### src/verilog/pcs_regs.svh
// register offsets, field positions, field values and fixed constants of the capability bank
`ifndef PCS_REGS_SVH
`define PCS_REGS_SVH

// byte addresses, axi4-lite, one word each
`define PCS_ADDR_NEXT_PTR    12'h000
`define PCS_ADDR_PCIE_CAP    12'h004
`define PCS_ADDR_DEV_CAP     12'h008
`define PCS_ADDR_DEV_CAP2    12'h00C
`define PCS_ADDR_LINK_CAP    12'h010
`define PCS_ADDR_MSI_CTRL    12'h014
`define PCS_ADDR_AER_HDR     12'h018
`define PCS_ADDR_DSN_HDR     12'h01C
`define PCS_ADDR_DSN_LO      12'h020
`define PCS_ADDR_DSN_HI      12'h024
`define PCS_ADDR_PMC         12'h028
`define PCS_ADDR_PM_CONS     12'h02C
`define PCS_ADDR_PM_DISS     12'h030
`define PCS_ADDR_PM_SCALE    12'h034
`define PCS_ADDR_CFG_CTRL    12'h038
`define PCS_ADDR_EXT_PTR     12'h03C
`define PCS_ADDR_STATUS      12'h040

// field values and field positions
`define PCS_CAP_VER_V2       4'h2
`define PCS_AER_VER          4'h1
`define PCS_DSN_VER          4'h1
`define PCS_MSI_EN_BIT       0
`define PCS_TERM_BIT         0
`define PCS_RO_BIT           0
`define PCS_LW_LO            4
`define PCS_LW_HI            9
`define PCS_MSI_REQ_LO       1
`define PCS_MSI_REQ_HI       3
`define PCS_MSI_GNT_LO       4
`define PCS_MSI_GNT_HI       6
`define PCS_MPS_LO           0
`define PCS_MPS_HI           2
`define PCS_DEVCAP_LO        3
`define PCS_DEVCAP_HI        27
`define PCS_PMC_LO           16
`define PCS_PMC_HI           31
`define PCS_VER_LO           16
`define PCS_VER_HI           19

// axi responses
`define PCS_RESP_OKAY        2'h0
`define PCS_RESP_SLVERR      2'h2

// retry buffer: smallest option 512 bytes
`define PCS_RETRY_MIN_BYTES  16'h0200
`define PCS_MPS_256          3'h1
`define PCS_MPS_512          3'h2
`define PCS_MPS_UNIT_BYTES   16'h0080

`endif

### src/verilog/pcs_pkg.sv
// types shared by the capability bank
package pcs_pkg;
   typedef enum logic [1:0] {PCS_W_IDLE, PCS_W_RESP} pcs_wstate_t;
   typedef enum logic [0:0] {PCS_R_IDLE, PCS_R_RESP} pcs_rstate_t;
endpackage

### src/verilog/pcs_msi_sync.sv
// three-flop input synchroniser with agreement filter for one multi-bit pin group
`timescale 1ns/1ns
`default_nettype none
module pcs_msi_sync
   import pcs_pkg::*;
#(
   parameter int W = 3
)
(
   // clock and reset
   input  wire logic         clk,
   input  wire logic         sys_rst,
   // asynchronous in, filtered out
   input  wire logic [W-1:0] din,
   output logic      [W-1:0] dout
);
   typedef struct packed
   {
      logic [W-1:0] s1;
      logic [W-1:0] s2;
      logic [W-1:0] s3;
      logic [W-1:0] val;
   } pcs_sync_t;

   pcs_sync_t q;
   pcs_sync_t d;

   always_comb
   begin
      d    = q;
      d.s1 = din;
      d.s2 = q.s1;
      d.s3 = q.s2;
      // change counts only once second and third agree
      if (q.s2 == q.s3)
      begin
         d.val = q.s3;
      end
   end

   always_ff @(posedge clk or posedge sys_rst)
   begin
      if (sys_rst)
      begin
         q <= '0;
      end
      else
      begin
         q <= d;
      end
   end

   assign dout = q.val;
endmodule
`default_nettype wire

### src/verilog/pcs_cap_bank.sv
// pcie capability structure register bank with axi4-lite view
`timescale 1ns/1ns
`default_nettype none
`include "pcs_regs.svh"
module pcs_cap_bank
   import pcs_pkg::*;
#(
   parameter logic [7:0]  NEXT_CAP_PTR    = 8'h00,
   parameter logic [3:0]  PCIE_CAP_VER    = `PCS_CAP_VER_V2,
   parameter logic [2:0]  MAX_PAYLOAD     = 3'h0,
   parameter logic [24:0] DEV_CAP_27_3    = 25'h000_0000,
   parameter logic        RELAXED_ORDER   = 1'b1,
   parameter logic [5:0]  MAX_LINK_WIDTH  = 6'h04,
   parameter logic [4:0]  DEV_CAP2_4_0    = 5'h00,
   parameter logic        USE_MSI         = 1'b1,
   parameter logic [2:0]  MSI_REQ_LOG2    = 3'h0,
   parameter logic        USE_AER         = 1'b0,
   parameter logic [63:0] SERIAL_NUMBER   = 64'h0000_0000_0000_0000,
   parameter logic [15:0] PMC_31_16       = 16'h0000,
   parameter logic [1:0]  DATA_SCALE      = 2'h0,
   parameter logic [31:0] PWR_CONSUMED    = 32'h0000_0000,
   parameter logic [31:0] PWR_DISSIPATED  = 32'h0000_0000,
   parameter logic        TERMINATE_CFG   = 1'b0,
   parameter logic [11:0] USER_EXT_PTR    = 12'h000
)
(
   // clock and reset
   input  wire logic        clk,
   input  wire logic        sys_rst,
   // axi4-lite write address
   input  wire logic [11:0] s_axi_awaddr,
   input  wire logic        s_axi_awvalid,
   output logic             s_axi_awready,
   // axi4-lite write data
   input  wire logic [31:0] s_axi_wdata,
   input  wire logic [3:0]  s_axi_wstrb,
   input  wire logic        s_axi_wvalid,
   output logic             s_axi_wready,
   // axi4-lite write response
   output logic [1:0]       s_axi_bresp,
   output logic             s_axi_bvalid,
   input  wire logic        s_axi_bready,
   // axi4-lite read address
   input  wire logic [11:0] s_axi_araddr,
   input  wire logic        s_axi_arvalid,
   output logic             s_axi_arready,
   // axi4-lite read data
   output logic [31:0]      s_axi_rdata,
   output logic [1:0]       s_axi_rresp,
   output logic             s_axi_rvalid,
   input  wire logic        s_axi_rready,
   // msi grant from the link side
   input  wire logic [2:0]  msi_grant_in,
   output logic [2:0]       msi_granted_count,
   // config request routing
   input  wire logic        cfg_req_valid,
   output logic             cfg_req_to_user,
   output logic             cfg_req_done_internal,
   output logic             internal_cfg_request_completion,
   // datapath sizing and status
   output logic [15:0]      retry_buf_bytes,
   output logic             relaxed_order_cap,
   output logic             msi_cap_present,
   output logic             aer_cap_present
);
   typedef struct packed
   {
      pcs_wstate_t  wst;
      pcs_rstate_t  rst;
      logic         aw_got;
      logic         w_got;
      logic [11:0]  aw_addr;
      logic [31:0]  wdata;
      logic [3:0]   wstrb;
      logic [1:0]   bresp;
      logic [31:0]  rdata;
      logic [1:0]   rresp;
      logic [31:0]  scratch;
      logic         term_q;
      logic         req_user;
      logic         req_int;
   } pcs_state_t;

   pcs_state_t q;
   pcs_state_t d;
   logic [2:0] grant_sync;
   logic [2:0] mps_clamped;

   pcs_msi_sync #(.W(3)) u_msi_sync
   (
      .clk     (clk),
      .sys_rst (sys_rst),
      .din     (msi_grant_in),
      .dout    (grant_sync)
   );

   // retry buffer never smaller than 512B
   assign mps_clamped = (MAX_PAYLOAD <= `PCS_MPS_256) ? `PCS_MPS_512 : MAX_PAYLOAD;

   function automatic logic [31:0] rd_word(input logic [11:0] a, input logic term,
                                           input logic [2:0] granted, input logic [31:0] scr);
      logic [31:0] v;
      v = 32'h0000_0000;
      unique case (a)
         `PCS_ADDR_NEXT_PTR: v[7:0] = NEXT_CAP_PTR;
         `PCS_ADDR_PCIE_CAP: v[`PCS_VER_HI:`PCS_VER_LO] = PCIE_CAP_VER;
         `PCS_ADDR_DEV_CAP:
         begin
            v[`PCS_MPS_HI:`PCS_MPS_LO] = MAX_PAYLOAD;
            v[`PCS_DEVCAP_HI:`PCS_DEVCAP_LO] = DEV_CAP_27_3;
         end
         `PCS_ADDR_DEV_CAP2: v[4:0] = DEV_CAP2_4_0;
         `PCS_ADDR_LINK_CAP:
         begin
            v[`PCS_LW_HI:`PCS_LW_LO] = MAX_LINK_WIDTH;
            v[`PCS_RO_BIT] = RELAXED_ORDER;
         end
         `PCS_ADDR_MSI_CTRL:
         begin
            v[`PCS_MSI_EN_BIT] = USE_MSI;
            v[`PCS_MSI_REQ_HI:`PCS_MSI_REQ_LO] = USE_MSI ? MSI_REQ_LOG2 : 3'h0;
            v[`PCS_MSI_GNT_HI:`PCS_MSI_GNT_LO] = granted;
         end
         `PCS_ADDR_AER_HDR: v[`PCS_VER_HI:`PCS_VER_LO] = USE_AER ? `PCS_AER_VER : 4'h0;
         `PCS_ADDR_DSN_HDR: v[`PCS_VER_HI:`PCS_VER_LO] = `PCS_DSN_VER;
         `PCS_ADDR_DSN_LO:  v = SERIAL_NUMBER[31:0];
         `PCS_ADDR_DSN_HI:  v = SERIAL_NUMBER[63:32];
         `PCS_ADDR_PMC:     v[`PCS_PMC_HI:`PCS_PMC_LO] = PMC_31_16;
         `PCS_ADDR_PM_CONS: v = PWR_CONSUMED;
         `PCS_ADDR_PM_DISS: v = PWR_DISSIPATED;
         `PCS_ADDR_PM_SCALE: v[1:0] = DATA_SCALE;
         `PCS_ADDR_CFG_CTRL: v[`PCS_TERM_BIT] = term;
         `PCS_ADDR_EXT_PTR: v[11:0] = USER_EXT_PTR;
         `PCS_ADDR_STATUS:  v = scr;
         default:           v = 32'h0000_0000;
      endcase
      return v;
   endfunction

   function automatic logic mapped(input logic [11:0] a);
      return (a <= `PCS_ADDR_STATUS) && (a[1:0] == 2'h0);
   endfunction

   always_comb
   begin
      d = q;
      // write path: address and data taken in either order
      if (q.wst == PCS_W_IDLE)
      begin
         if (s_axi_awvalid && !q.aw_got)
         begin
            d.aw_got  = 1'b1;
            d.aw_addr = s_axi_awaddr;
         end
         if (s_axi_wvalid && !q.w_got)
         begin
            d.w_got = 1'b1;
            // data may be taken before its address, so hold it
            d.wdata = s_axi_wdata;
            d.wstrb = s_axi_wstrb;
         end
         if (d.aw_got && d.w_got)
         begin
            d.wst   = PCS_W_RESP;
            d.bresp = mapped(d.aw_addr) ? `PCS_RESP_OKAY : `PCS_RESP_SLVERR;
            // only the control word and scratch hold; parameter fields ignore writes
            if (d.aw_addr == `PCS_ADDR_CFG_CTRL && d.wstrb[0])
            begin
               d.term_q = d.wdata[`PCS_TERM_BIT];
            end
            else if (d.aw_addr == `PCS_ADDR_STATUS)
            begin
               for (int i = 0; i < 4; i++)
               begin
                  if (d.wstrb[i])
                  begin
                     d.scratch[i*8 +: 8] = d.wdata[i*8 +: 8];
                  end
               end
            end
            // other mapped words are read-only: write dropped
         end
      end
      else if (s_axi_bready)
      begin
         d.wst    = PCS_W_IDLE;
         d.aw_got = 1'b0;
         d.w_got  = 1'b0;
      end
      // read path
      if (q.rst == PCS_R_IDLE)
      begin
         if (s_axi_arvalid)
         begin
            d.rst   = PCS_R_RESP;
            d.rdata = rd_word(s_axi_araddr, q.term_q, grant_sync, q.scratch);
            d.rresp = mapped(s_axi_araddr) ? `PCS_RESP_OKAY : `PCS_RESP_SLVERR;
         end
      end
      else if (s_axi_rready)
      begin
         d.rst = PCS_R_IDLE;
      end
      // config request routing, registered
      d.req_int  = cfg_req_valid && q.term_q;
      d.req_user = cfg_req_valid && !q.term_q;
   end

   always_ff @(posedge clk or posedge sys_rst)
   begin
      if (sys_rst)
      begin
         q         <= '0;
         q.wst     <= PCS_W_IDLE;
         q.rst     <= PCS_R_IDLE;
         q.term_q  <= TERMINATE_CFG;
      end
      else
      begin
         q <= d;
      end
   end

   assign s_axi_awready = (q.wst == PCS_W_IDLE) && !q.aw_got;
   assign s_axi_wready  = (q.wst == PCS_W_IDLE) && !q.w_got;
   assign s_axi_bvalid  = (q.wst == PCS_W_RESP);
   assign s_axi_bresp   = q.bresp;
   assign s_axi_arready = (q.rst == PCS_R_IDLE);
   assign s_axi_rvalid  = (q.rst == PCS_R_RESP);
   assign s_axi_rdata   = q.rdata;
   assign s_axi_rresp   = q.rresp;

   assign msi_granted_count               = USE_MSI ? grant_sync : 3'h0;
   assign internal_cfg_request_completion = q.term_q;
   assign cfg_req_done_internal           = q.req_int;
   assign cfg_req_to_user                 = q.req_user;
   // sized as 128 bytes shifted by the clamped code
   assign retry_buf_bytes  = 16'(`PCS_MPS_UNIT_BYTES << mps_clamped);
   assign relaxed_order_cap = RELAXED_ORDER; // no datapath change
   assign msi_cap_present  = USE_MSI;
   assign aer_cap_present  = USE_AER;
endmodule
`default_nettype wire

### config.mk
export PLATFORM = sky130hd
export DESIGN_NAME = pcs_cap_bank
export DESIGN_NICKNAME = d
export VERILOG_FILES = /design/src/verilog/pcs_pkg.sv /design/src/verilog/pcs_msi_sync.sv /design/src/verilog/pcs_cap_bank.sv
export VERILOG_INCLUDE_DIRS = /design/src /design/src/verilog
export SDC_FILE = /design/constraint.sdc
export NUM_CORES = 1
export LEC_CHECK = 0
export ABC_AREA = 1
export BUFFER_PORTS_ARGS = -buffer_cell sky130_fd_sc_hd__buf_2
export CORE_MARGIN = 5
export CORE_UTILIZATION = 57
export CTS_BUF_LIST = sky130_fd_sc_hd__clkbuf_8
export DETAILED_ROUTE_END_ITERATION = 10
export PLACE_DENSITY = 0.85
export SETUP_SLACK_MARGIN = 0.4
export SYNTH_ARGS = -nofsm -noshare
export SYNTH_HDL_FRONTEND = slang
export SYNTH_SLANG_ARGS = --single-unit
### constraint.sdc
create_clock -name clk -period 6.75 [get_ports clk]
set_clock_uncertainty 0.15 [all_clocks]
set_input_delay 1.6875 -clock clk [delete_from_list [all_inputs] [get_ports clk]]
set_output_delay 1.6875 -clock clk [all_outputs]
set_load 0.005 [all_outputs]
# After elaboration in Yosys (flattened, before gate mapping)
# Index checks and enable logic that the tools add are counted.
# Widths: inputs -> output; s select.
[word_totals]
regBits = 136
word_cells = 91
[op_classes]
n_lt_le_gt_ge = 2
bitwise = 2
n_reduce_logical = 26
mux = 29
n_eq_ne = 11
[op_table]
columns = ["operator", "n"]
rows = [
  ["$mux 36", 2],
  ["$eq 12x5->1 const B", 3],
  ["$eq 12x6->1 const B", 2],
  ["$eq 12x7->1 const B", 2],
  ["$le 12x7->1 const B", 2],
  ["$mux 12", 2],
  ["$reduce_and 5->1", 4],
  ["$mux 2", 9],
  ["$eq 12x3->1 const B", 1],
  ["$pmux 4 s3", 1],
  ["$logic_and 1x1->1", 10],
  ["$mux 1", 9],
  ["$mux 4", 2],
  ["$mux 8", 1],
  ["$logic_not 2->1", 3],
  ["$pmux 2 s3", 1],
  ["$reduce_and 2->1", 3],
  ["$eq 3x3->1", 1],
  ["$logic_not 1->1", 3],
  ["$pmux 1 s3", 1],
  ["$reduce_and 3->1", 1],
  ["$eq 2x1->1 const B", 1],
  ["$ne 2x1->1 const B", 1],
  ["$not 1->1", 2],
  ["3 further kinds", 3],
]

# Depth between registers and ports, before layout
# Gate-level depths: netlist (run 1).
[depth]
word_depth = 8
mapped_depth = 13

# Cells and area by module
# From an unflattened synthesis (run 1), not the netlist that was laid out.
[hier_totals]
cells_unflattened = 830
hier_area_um2 = 6687.7
[by_module_without_submodules]
columns = ["mod", "cells_per_inst", "n_inst", "seq_area_each_um2", "area_each_um2"]
rows = [
  ["pcs_cap_bank", 793, 1, 3027.9, 6256.0],
  ["pcs_msi_sync", 37, 1, 300.3, 431.7],
]

# Worst setup path after synthesis (run 1)
# No wires, ideal clock.
[synth_path]
path_kind = "input-to-reg"
startpoint = "input port s_axi_awvalid"
endpoint = "register q[11] (netlist bit)"
slack_ns = 3.733
path_buffers = 2
setup_ns = 0.117
arrival_time_ns = 2.750
stages = 10
required_ns = 6.483
path_cell_list = "buf_2 > nand3_1 > nand2_1 > nor2_1 > nand3_2 > nor2_4 > nor2_8 > buf_6 > nand3_1 > nand2_1"
[synth_between]
elab_chain_len = 7
[synth_rtl]
columns = ["element", "line", "source"]
rows = [
  ["from (decl)", "pcs_cap_bank.sv:32", "input wire logic s_axi_awvalid,"],
  ["$logic_and 1x1->1 (*)", "pcs_cap_bank.sv:150", "if (s_axi_awvalid && !q.aw_got)"],
  ["$mux 12", "pcs_cap_bank.sv:150", ""],
  ["$mux 12", "pcs_cap_bank.sv:148", "if (q.wst == PCS_W_IDLE)"],
  ["$eq 12x6->1 (no line)", "n/a", ""],
  ["$logic_and 1x1->1", "pcs_cap_bank.sv:167", "if (d.aw_addr == `PCS_ADDR_CFG_CTRL && d.wstrb[0])"],
  ["$not 1->1 (no line)", "n/a", ""],
  ["$reduce_and 5->1 (no line) (*)", "n/a", ""],
  ["to (decl)", "pcs_cap_bank.sv:84", "pcs_state_t q;"],
]
# Mark *: on every way between the ends. The rest lies on a longest branch, timed or not. The select of a mux whose other input is x is not followed.
# A chain may end at the register's enable or synchronous reset.

# Worst setup path in the final report (run 1)
[layout_path]
startpoint = "input port s_axi_arvalid"
endpoint = "register q, in the netlist s_axi_rdata[20]"
[layout_between]
elab_chain_len = 1
[layout_rtl]
columns = ["element", "line", "source"]
rows = [
  ["from (decl)", "pcs_cap_bank.sv:45", "input wire logic s_axi_arvalid,"],
  ["$reduce_and 2->1 (no line)", "n/a", ""],
]
# No other way between the ends.

==> impl_metrics.csv, run 1 <==
group,metric,value,unit
run_status,status,"finished, final reports clean",
cells_and_area,area_growth,10.7,%
routing,drc,0,
timing,post-route-min-period,3840,ps
critical_path,criticalPathCategory,"input port to flip-flop",
routing,first_pass_iters,5,
synth,async_reset_ff_frac,1.00,
power_and_ir_drop,p_comb_frac,0.298,
clock_network,cts_root_buf,"clkbuf_8",
timing,drv_slew,0,
synth,synth_flop_cell,"dfrtp_1",
power_and_ir_drop,clockPowerShare,0.284,
worst_hold_path,holdCritPathClass,"flip-flop to flip-flop",
critical_path,cp.required,6870,ps
timing,min_period_over_period,0.569,
critical_path,path_common_cell,"nand2_1",
synth,synth_edf_count,0,
clock_network,clockBufferDepth,2,
synth,yosysMostFrequentCell,"nand2_1",
synth,postSynthAreaPerCell,7.96,um2
worst_hold_path,min_delay_path_depth,0,
floorplan,fp-row-count,39,
power_and_ir_drop,p_sw,0.919,mW
synth,ys_top_cells_by_count,"nand2_1, dfrtp_1, o21ai_0, inv_1",
routing,route.final.wire_length,13.8,mm
critical_path,slowest_delay,1040,ps
global_route,antenna_found_initial,1,
clock_network,cts_tree,"built",
clock_network,worstSkewPairLatency,440,ps
synth,synth_top_area_frac,0.507,
floorplan,design.core.area,0.0114,mm2
clock_network,cts.sinks,133,
place,hpwl,9.71,mm
cells_and_area,drive_above_1_share,0.186,
critical_path,path_max_fanout,34,
routing,initialDrtViolationCount,421,
routing,vias_per_cell,5.05,
cells_and_area,nets,961,
critical_path,r2r_cells,5,
clock_network,h-tree-depth,4,
cells_and_area,instances_no_fill,1047,
timing,grt_setup_unrepaired,"no",
place,place_inst,1014,
synth,ys_ff_latch,133,
power_and_ir_drop,p_sw_frac,0.356,
power_and_ir_drop,pwr-share-seq,0.418,
floorplan,start_util,0.577,
critical_path,worstPathCellList,"buf_2 > nand2_1 > clkinv_1 > nand2_1 > o21ai_0",
floorplan,die-width,117,um
global_route,grt.overflow.total,0,
clock_network,hold_buffers,0,
routing,drtAntennaViolNets,0,
clock_network,cts_setup_buffers,0,
global_route,grt_max_degree,77,
critical_path,worstSetupStartpointType,"input port",
place,gp_congestion,0.860,
synth,synth_cell_type_count,26,
clock_network,cts_buffers,17,
synth,synth_area_leaders,"dfrtp_1, nand2_1, buf_4, o21ai_0, inv_1",
floorplan,die_height,117,um
synth,synth_cells,824,
synth,ys_warn_count,0,
power_and_ir_drop,p_leak,3.96,nW
synth,yosysTopAreaCell,"dfrtp_1",
power_and_ir_drop,power_density,355,mW/mm2
power_and_ir_drop,irDropWorstVdd,0.330,mV
routing,post_drt_wl_per_cell,13.2,um
synth,syn-cell-area,0.00656,mm2
floorplan,die_area,0.0138,mm2
global_route,grt_pass1_wl,24.0,mm
timing,worst_slew_pin_slew,1020,ps
clock_network,cts_resized,0,
critical_path,end_kind,"flip-flop",
power_and_ir_drop,total_power,2.58,mW
timing,setup_viol,0,
timing,whs,200,ps
job,drv_cap,0,
global_route,grt_usage,0.208,
synth,synth-seq-area-share,0.507,
timing,slew_headroom,0.319,
floorplan,num_io_pins,137,
timing,max_freq,260,MHz
critical_path,crit_path_top_delay_cell,"clkinv_1",
timing,hold_viol_final,0,
power_and_ir_drop,p_int,1.66,mW
critical_path,arrival,3970,ps
clock_network,path_clk_slew,70,ps
place,io_buffers,115,
routing,vias,5285,
timing,tns,0,ps
global_route,grt_pass1_vias,5018,
[per-layer routing]
| metal | vias up | share of wire | global-route usage |
|---|---|---|---|
| met2 | 162 | 0.46 | 0.316 |
| met1 | 2464 | 0.45 | 0.288 |
| met5 | - | 0 | 0 |
| met4 | 0 | 0.021 | 0.0761 |
| li1 | 2636 | - | - |
| met3 | 23 | 0.064 | 0.0534 |
[through the flow]
step / area, um2 / util / worst slack [ps]
floorplan: 6630 / - / 1360
global placement: 6820 / 0.600 / 2560
detailed placement: 6820 / 0.600 / 2400
CTS: 7260 / 0.639 / 2870
global route: 7270 / 0.639 / 2550
finish: 7270 / 0.639 / 2910
[critical path, delay by kind of cell]
kind | cells | cell delay (ps)
AO/OA/AOI/OAI | 1 | 140
buffers and inverters | 2 | 1130
AND/OR/NAND/NOR | 2 | 1000
[registers in the layout, summed over array words and instances, names as in the netlist]
name                             count
cfg_req_done_internal                1
cfg_req_to_user                      1
internal_cfg_request_completion      1
q                                   83
s_axi_bresp                          1
s_axi_rdata                         32
s_axi_rresp                          1
s_axi_rvalid                         1
u_msi_sync.d                         6
u_msi_sync.dout                      3
u_msi_sync.q                         3
[cells by family (layout without fill, tap and decap cells)]
group,count (synthesis),after routing,synth area share
and+or+nand+nor,385,385,0.252
buffers and inverters,176,236,0.140
DFF,133,133,0.507
AOI/OAI and AO/OA,126,126,0.0967
other,2,22,0.00114
xor gates and xnor gates,2,2,0.00267
[placed cells by master, fill, tap and decap left out, types with 3 or more instances in the layout]
cell	instances
clkinv_2	4
conb_1	21
nor2_4	5
inv_1	83
o21ai_0	87
nand2_1	245
dfrtp_1	133
nor2_1	59
nor2_2	3
a21oi_1	36
buf_4	3
bufinv_16	4
nor3_1	4
nand3_1	50
nand4_1	7
nand3b_1	3
a31oi_1	3
clkbuf_8	21
nand2_4	6
buf_2	115
[power by group through the flow]
stage	logic (mW)	clock network, mW	registers (mW)
final	0.770	0.732	1.08
after global routing	0.906	0.776	1.10
after CTS	0.773	0.740	1.08
after detailed placement	0.770	0	1.09
after global placement	0.740	0	1.08
after floorplan	0.672	0	1.05
[final timing paths]
check / from / end / slack, ps
max: s_axi_arvalid / s_axi_rdata[20] / 2910
min: u_msi_sync.d[7] / u_msi_sync.d[4] / 200
max reg2reg: s_axi_rvalid / s_axi_rdata[20] / 3840
min reg2reg: u_msi_sync.d[7] / u_msi_sync.d[4] / 200
max in group asynchronous: sys_rst / q[102] / 3940
min in group asynchronous: sys_rst / q[117] / 1140
[area by class of cell]
type	count	area [um2]
Timing Repair Buffer	118	598
Fill cell	976	4100
Clock inverter	11	155
Inverter	86	328
Antenna cell	1	2.50
Sequential cell	133	3330
Tap cell	143	179
Multi-Input combinational cell	534	2390
Clock buffer	21	289
No activity file was read; power rests on OpenSTA's default activity.
==> run 2, diff against run 1 <==
--- a/config.mk
+++ b/config.mk
@@ -6,13 +6,13 @@
 export SDC_FILE = /design/constraint.sdc
 export NUM_CORES = 1
 export LEC_CHECK = 0
-export ABC_AREA = 1
+export ABC_AREA = 0
 export BUFFER_PORTS_ARGS = -buffer_cell sky130_fd_sc_hd__buf_2
 export CORE_MARGIN = 5
-export CORE_UTILIZATION = 57
+export CORE_UTILIZATION = 51
 export CTS_BUF_LIST = sky130_fd_sc_hd__clkbuf_8
 export DETAILED_ROUTE_END_ITERATION = 10
-export PLACE_DENSITY = 0.85
+export PLACE_DENSITY = 0.81
 export SETUP_SLACK_MARGIN = 0.4
 export SYNTH_ARGS = -nofsm -noshare
 export SYNTH_HDL_FRONTEND = slang
==> constraint.sdc (replaced) <==
create_clock -name clk -period 3.1 [get_ports clk]
set_clock_uncertainty 0.15 [all_clocks]
set_input_delay 0.775 -clock clk [delete_from_list [all_inputs] [get_ports clk]]
set_output_delay 0.775 -clock clk [all_outputs]
set_load 0.005 [all_outputs]
==> run 2 against run 1 <==
Hold slack hardly changed. Area after synthesis is 8.2% lower. Clock-buffer cell count is 1 lower. Combinational power is 60% higher. Final area is 4.8% lower. Critical path depth is 2 higher. Die area is 2.4% higher. Final cell count is 32% lower. Critical path type unchanged. Largest power group unchanged.
==> impl_metrics.csv, run 2 <==
group,metric,value,unit
run_status,status,"finished, final reports clean",
clock_network,h-tree-depth,4,
clock_network,cts.sinks,133,
synth,yosysMostFrequentCell,"dfrtp_1",
timing,hold_viol_final,0,
synth,postSynthAreaPerCell,13.1,um2
critical_path,end_kind,"flip-flop",
power_and_ir_drop,p_leak,3.39,nW
timing,setup_viol,0,
global_route,grt_pass1_wl,20.5,mm
timing,max_freq,400,MHz
job,drv_cap,0,
clock_network,clockBufferDepth,2,
synth,ys_top_cells_by_count,"dfrtp_1, mux2_2, buf_4, a22o_1, nor2_1",
cells_and_area,layout_commonest_cell,"dfrtp_1",
global_route,antenna_found_initial,1,
floorplan,fp-row-count,39,
routing,drc,0,
place,hpwl,8.65,mm
cells_and_area,nets,624,
critical_path,arrival,2660,ps
cells_and_area,drive_above_1_share,0.493,
clock_network,worstSkewPairLatency,430,ps
place,io_buffers,115,
clock_network,hold_buffers,0,
cells_and_area,largest_register,"q",
synth,syn-cell-area,0.00602,mm2
timing,slew_headroom,0.632,
routing,post_drt_wl_per_cell,17.0,um
clock_network,path_clk_slew,70,ps
clock_network,cts_buffers,17,
global_route,grt_max_degree,88,
floorplan,start_util,0.523,
clock_network,cts_tree,"built",
place,place_inst,677,
synth,synth_edf_count,0,
timing,post-route-min-period,2500,ps
critical_path,path_max_fanout,8,
critical_path,cp.required,3260,ps
routing,vias_per_cell,5.32,
critical_path,criticalPathCategory,"input port to flip-flop",
routing,first_pass_iters,4,
critical_path,r2r_cells,5,
synth,synth_top_area_frac,0.553,
floorplan,die-width,119,um
cells_and_area,area_growth,14.8,%
floorplan,design.core.area,0.0115,mm2
cells_and_area,instances_no_fill,710,
synth,synth_cells,461,
cells_and_area,largest_register_ff_count,83,
global_route,grt_usage,0.184,
timing,drv_slew,0,
critical_path,worstSetupStartpointType,"input port",
cells_and_area,final_cell_mix,"dfrtp_1, buf_2, mux2_2",
synth,async_reset_ff_frac,1.00,
timing,min_period_over_period,0.806,
routing,vias,3777,
synth,synth_cell_type_count,42,
floorplan,die_area,0.0141,mm2
place,gp_congestion,0.862,
power_and_ir_drop,power_density,720,mW/mm2
global_route,grt.overflow.total,0,
critical_path,r2r_slack,700,ps
timing,tns,0,ps
routing,drtAntennaViolNets,0,
floorplan,die_height,119,um
worst_hold_path,min_delay_path_depth,0,
clock_network,cts_setup_buffers,0,
worst_hold_path,holdCritPathClass,"flip-flop to flip-flop",
floorplan,num_io_pins,137,
timing,worst_slew_pin_slew,547,ps
synth,synth_flop_cell,"dfrtp_1",
global_route,grt_pass1_vias,4161,
synth,ys_warn_count,0,
routing,initialDrtViolationCount,235,
timing,grt_setup_unrepaired,"no",
routing,route.final.wire_length,12.1,mm
synth,synth_area_leaders,"dfrtp_1, mux2_2, buf_4, a22o_1, mux2i_1",
synth,yosysTopAreaCell,"dfrtp_1",
clock_network,cts_root_buf,"clkbuf_8",
synth,ys_ff_latch,133,
synth,synth-seq-area-share,0.553,
power_and_ir_drop,irDropWorstVdd,0.414,mV
[run 2: cell types whose count changed in the layout (fill, tap and decap cells not counted), moves of 5 or more]
cell | previous run | this run
inv_1 | 83 | 9
nand2_4 | 6 | 0
o21ai_0 | 87 | 8
buf_12 | 0 | 5
mux2i_1 | 0 | 7
a22o_1 | 0 | 26
nand3_1 | 50 | 4
a21oi_1 | 36 | 9
buf_4 | 3 | 8
nor2_1 | 59 | 17
mux2_2 | 0 | 111
nand4_1 | 7 | 1
nand2_1 | 245 | 13
[run 2: cells by family (layout without fill, tap and decap cells)]
logic type      count (synthesis)  count (layout)  synth area share
flops                         133             133             0.553
compound gates                 54              54            0.0663
xor+xnor                        3               3           0.00436
other cells                     2              22           0.00125
buf+inv                        81             167            0.0891
mux                           118             118             0.219
simple gates                   70              70            0.0673
[run 2: area by class of cell]
class,count,area (um2)
clock buffers,20,275
clock inverters,12,114
flip-flops and latches,133,3330
multi-input cells,266,2250
repair buffers,128,736
well taps,143,179
diodes,1,2.50
inverters,7,30.0
fillers,903,4600
[run 2: final timing paths]
kind | start | endpoint
min in group asynchronous | sys_rst | q[117]
hold / removal | u_msi_sync.d[8] | u_msi_sync.d[5]
hold reg to reg | u_msi_sync.d[8] | u_msi_sync.d[5]
setup reg to reg | q[122] | q[15]
setup / recovery | s_axi_awaddr[11] | q[15]
max in group asynchronous | sys_rst | q[9]
[run 2: power breakdown]
part | leakage, nW | internal, mW | switching [mW]
logic | 1.48 | 0.696 | 0.532
clock network | 0.210 | 0.763 | 0.640
registers | 1.70 | 2.12 | 0.229
[run 2: stage by stage]
step | setup WS (ps) | utilization | power, mW | cell area, um2 | hold WS, ps
floorplan | 401 | - | 3.28 | 6100 | 181
global placement | 116 | 0.566 | 3.52 | 6510 | 184
detailed placement | 28.1 | 0.566 | 3.62 | 6510 | 185
CTS | 500 | 0.599 | 5.02 | 6900 | 202
global route | 511 | 0.600 | 5.28 | 6910 | 220
finish | 601 | 0.601 | 4.98 | 6920 | 200
[run 2: what timing repair did]
| item | in CTS | in global routing |
|---|---|---|
| endpoints found under the hold margin | 0 | 0 |
| endpoints found under the setup margin | 0 | 32 |
| gates resized for setup | 0 | 2 |
[run 2: worst max-delay path, stage by stage]
cell	delay (ps)
buf_2	100
nor4_1	420
a32oi_1	140
or3_4	490
nor3_4	240
buf_12	150
mux2_2	330
[run 2: layer usage]
layer / wire length, um / vias to the layer above / GRT usage
li1: - / 1755 / -
met4: 220 / 2 / 0.0695
met3: 700 / 19 / 0.0592
met1: 5180 / 1893 / 0.226
met5: 13 / - / 0
met2: 5940 / 108 / 0.303
==> run 3, diff against run 2 <==
==> constraint.sdc (replaced) <==
create_clock -name clk -period 2.1 [get_ports clk]
set_clock_uncertainty 0.15 [all_clocks]
set_input_delay 0.525 -clock clk [delete_from_list [all_inputs] [get_ports clk]]
set_output_delay 0.525 -clock clk [all_outputs]
set_load 0.005 [all_outputs]
==> run 3 against run 2 <==
The run now ends with setup timing left. Sequential power grew 50%. Setup slack lost 920 ps. Final cell count is 11% higher. Highest routed layer is now met4.
==> impl_metrics.csv, run 3 (synthesized netlist as in run 2, its figures left out) <==
group,metric,value,unit
cells_and_area,nets,706,
timing,whs,35.1,ps
place,io_buffers,115,
place,place_area,0.00684,mm2
cells_and_area,multi_input_area,0.00275,mm2
floorplan,num_io_pins,137,
critical_path,crit_path_top_delay_cell,"dfrtp_1",
global_route,antenna_found_initial,0,
job,drv_cap,0,
timing,grt_setup_unrepaired,"yes",
floorplan,die_area,0.0141,mm2
power_and_ir_drop,p_leak,4.15,nW
cells_and_area,ff_latch_area,0.00333,mm2
cells_and_area,fin_area,0.00844,mm2
floorplan,die_height,119,um
critical_path,worstPathCellList,"nor4_4 > a32oi_2 > buf_4 > buf_6 > buf_6 > buf_6 > buf_6 > buf_6 > buf_6 > buf_6 > buf_6 > nor3_4 > o31ai_2",
floorplan,fp-row-count,39,
timing,min_period_over_period,1.15,
cells_and_area,area_growth,40.1,%
global_route,grt_pass1_wl,24.5,mm
routing,drc,0,
cells_and_area,drive_above_1_share,0.598,
timing,setup_viol,66,
critical_path,arrival,2580,ps
critical_path,slowest_delay,410,ps
clock_network,clockBufferDepth,2,
global_route,grt_max_degree,78,
floorplan,design.core.area,0.0115,mm2
critical_path,cp.required,2270,ps
cells_and_area,largest_register,"q",
critical_path,path_common_cell,"buf_6",
clock_network,cts_tree,"built",
clock_network,cts_buffers,17,
timing,hold_viol_final,0,
global_route,grt_usage,0.222,
routing,drtAntennaViolNets,0,
critical_path,criticalPathCategory,"flip-flop to flip-flop",
critical_path,cp_top_family,"buffers and inverters",
floorplan,start_util,0.523,
worst_hold_path,holdCritPathClass,"input port to async pin",
clock_network,path_clk_slew,80,ps
power_and_ir_drop,pwr-share-seq,0.395,
routing,initialDrtViolationCount,342,
timing,tns,-10220,ps
power_and_ir_drop,p_sw,2.64,mW
routing,vias_per_cell,5.44,
cells_and_area,largest_register_ff_count,83,
critical_path,crit_buf_inv,9,
power_and_ir_drop,clockPowerShare,0.224,
run_status,status,"complete, but fails checks",
floorplan,die-width,119,um
place,pre_cts_ws,-542,ps
cells_and_area,nFillCells,737,
place,hpwl,9.03,mm
power_and_ir_drop,p_int,6.28,mW
critical_path,worstSetupStartpointType,"flip-flop",
global_route,grt_pass1_vias,4657,
power_and_ir_drop,p_sw_frac,0.296,
cells_and_area,final_cell_mix,"dfrtp_1, buf_2, mux2_4",
clock_network,cts.sinks,133,
power_and_ir_drop,p_comb_frac,0.381,
place,gp_congestion,0.855,
run_status,violations,"setup timing",
routing,route.final.wire_length,16.4,mm
timing,post-route-min-period,2420,ps
routing,vias,4292,
clock_network,hold_buffers,0,
routing,first_pass_iters,4,
routing,post_drt_wl_per_cell,20.8,um
clock_network,worstSkewPairLatency,440,ps
timing,drv_slew,0,
clock_network,h-tree-depth,4,
clock_network,cts_root_buf,"clkbuf_8",
cells_and_area,layout_commonest_cell,"dfrtp_1",
global_route,grt.overflow.total,0,
power_and_ir_drop,irDropWorstVdd,0.804,mV
critical_path,end_kind,"flip-flop",
timing,max_freq,414,MHz
timing,fin_ws,-316,ps
power_and_ir_drop,power_density,1060,mW/mm2
critical_path,path_max_fanout,2,
cells_and_area,n_antenna_cell,0,
## run 3: power groups by stage
| stage | Clock [mW] | Combinational [mW] | Sequential, mW |
|---|---|---|---|
| finish | 2.00 | 3.40 | 3.52 |
| floorplan | 0 | 1.51 | 3.38 |
| global placement | 0 | 1.98 | 3.43 |
| global route | 2.16 | 3.58 | 3.58 |
| detailed placement | 0 | 2.06 | 3.49 |
| CTS | 2.01 | 2.94 | 3.47 |
## run 3: final timing paths
kind / slack, ps / startpoint / cells past startpoint / end
setup / recovery: -320 / q[115] / 13 / s_axi_bresp[1]
hold / removal: 40 / sys_rst / 3 / q[117]
setup reg to reg: -320 / q[115] / 13 / s_axi_bresp[1]
hold reg to reg: 200 / u_msi_sync.d[7] / 0 / u_msi_sync.d[4]
max in group asynchronous: 1390 / sys_rst / 3 / q[104]
min in group clk: 50 / msi_grant_in[2] / 1 / u_msi_sync.d[8]
## run 3: per-layer routing
metal / up-vias / wire length (um) / track usage
met5: - / 0 / 0
met2: 152 / 8680 / 0.371
met1: 2195 / 6700 / 0.274
met3: 30 / 782 / 0.0564
li1: 1915 / - / -
met4: 0 / 289 / 0.0970
## run 3: through the flow
step	total power, mW	cells	util
floorplan	4.89	480	-
global placement	5.41	700	0.594
detailed placement	5.54	700	0.594
CTS	8.42	777	0.706
global route	9.31	789	0.733
finish	8.92	789	0.733
## run 3: area by class of cell
cell class                      instances  share of cell area
Clock buffer                           22              0.0359
Inverter                                7             0.00415
Multi-Input combinational cell        266               0.326
Clock inverter                          8             0.00712
Tap cell                              143              0.0212
Timing Repair Buffer                  210               0.211
Sequential cell                       133               0.395
## run 3: worst register-to-register path: cells and delay by family, from the launching register on
kind,cells,cell delay (ps)
buffers and inverters,9,970
AND/OR/NAND/NOR,2,460
flip-flops,1,410
AO/OA/AOI/OAI,2,280
## run 3: timing repair
item / in CTS / in global routing
pin swaps: 30 / 19
hold endpoints to repair: 0 / 0
setup buffers: 41 / 10
gates cloned: 6 / 2
gates resized for setup: 114 / 36
setup endpoints to repair: 110 / 119
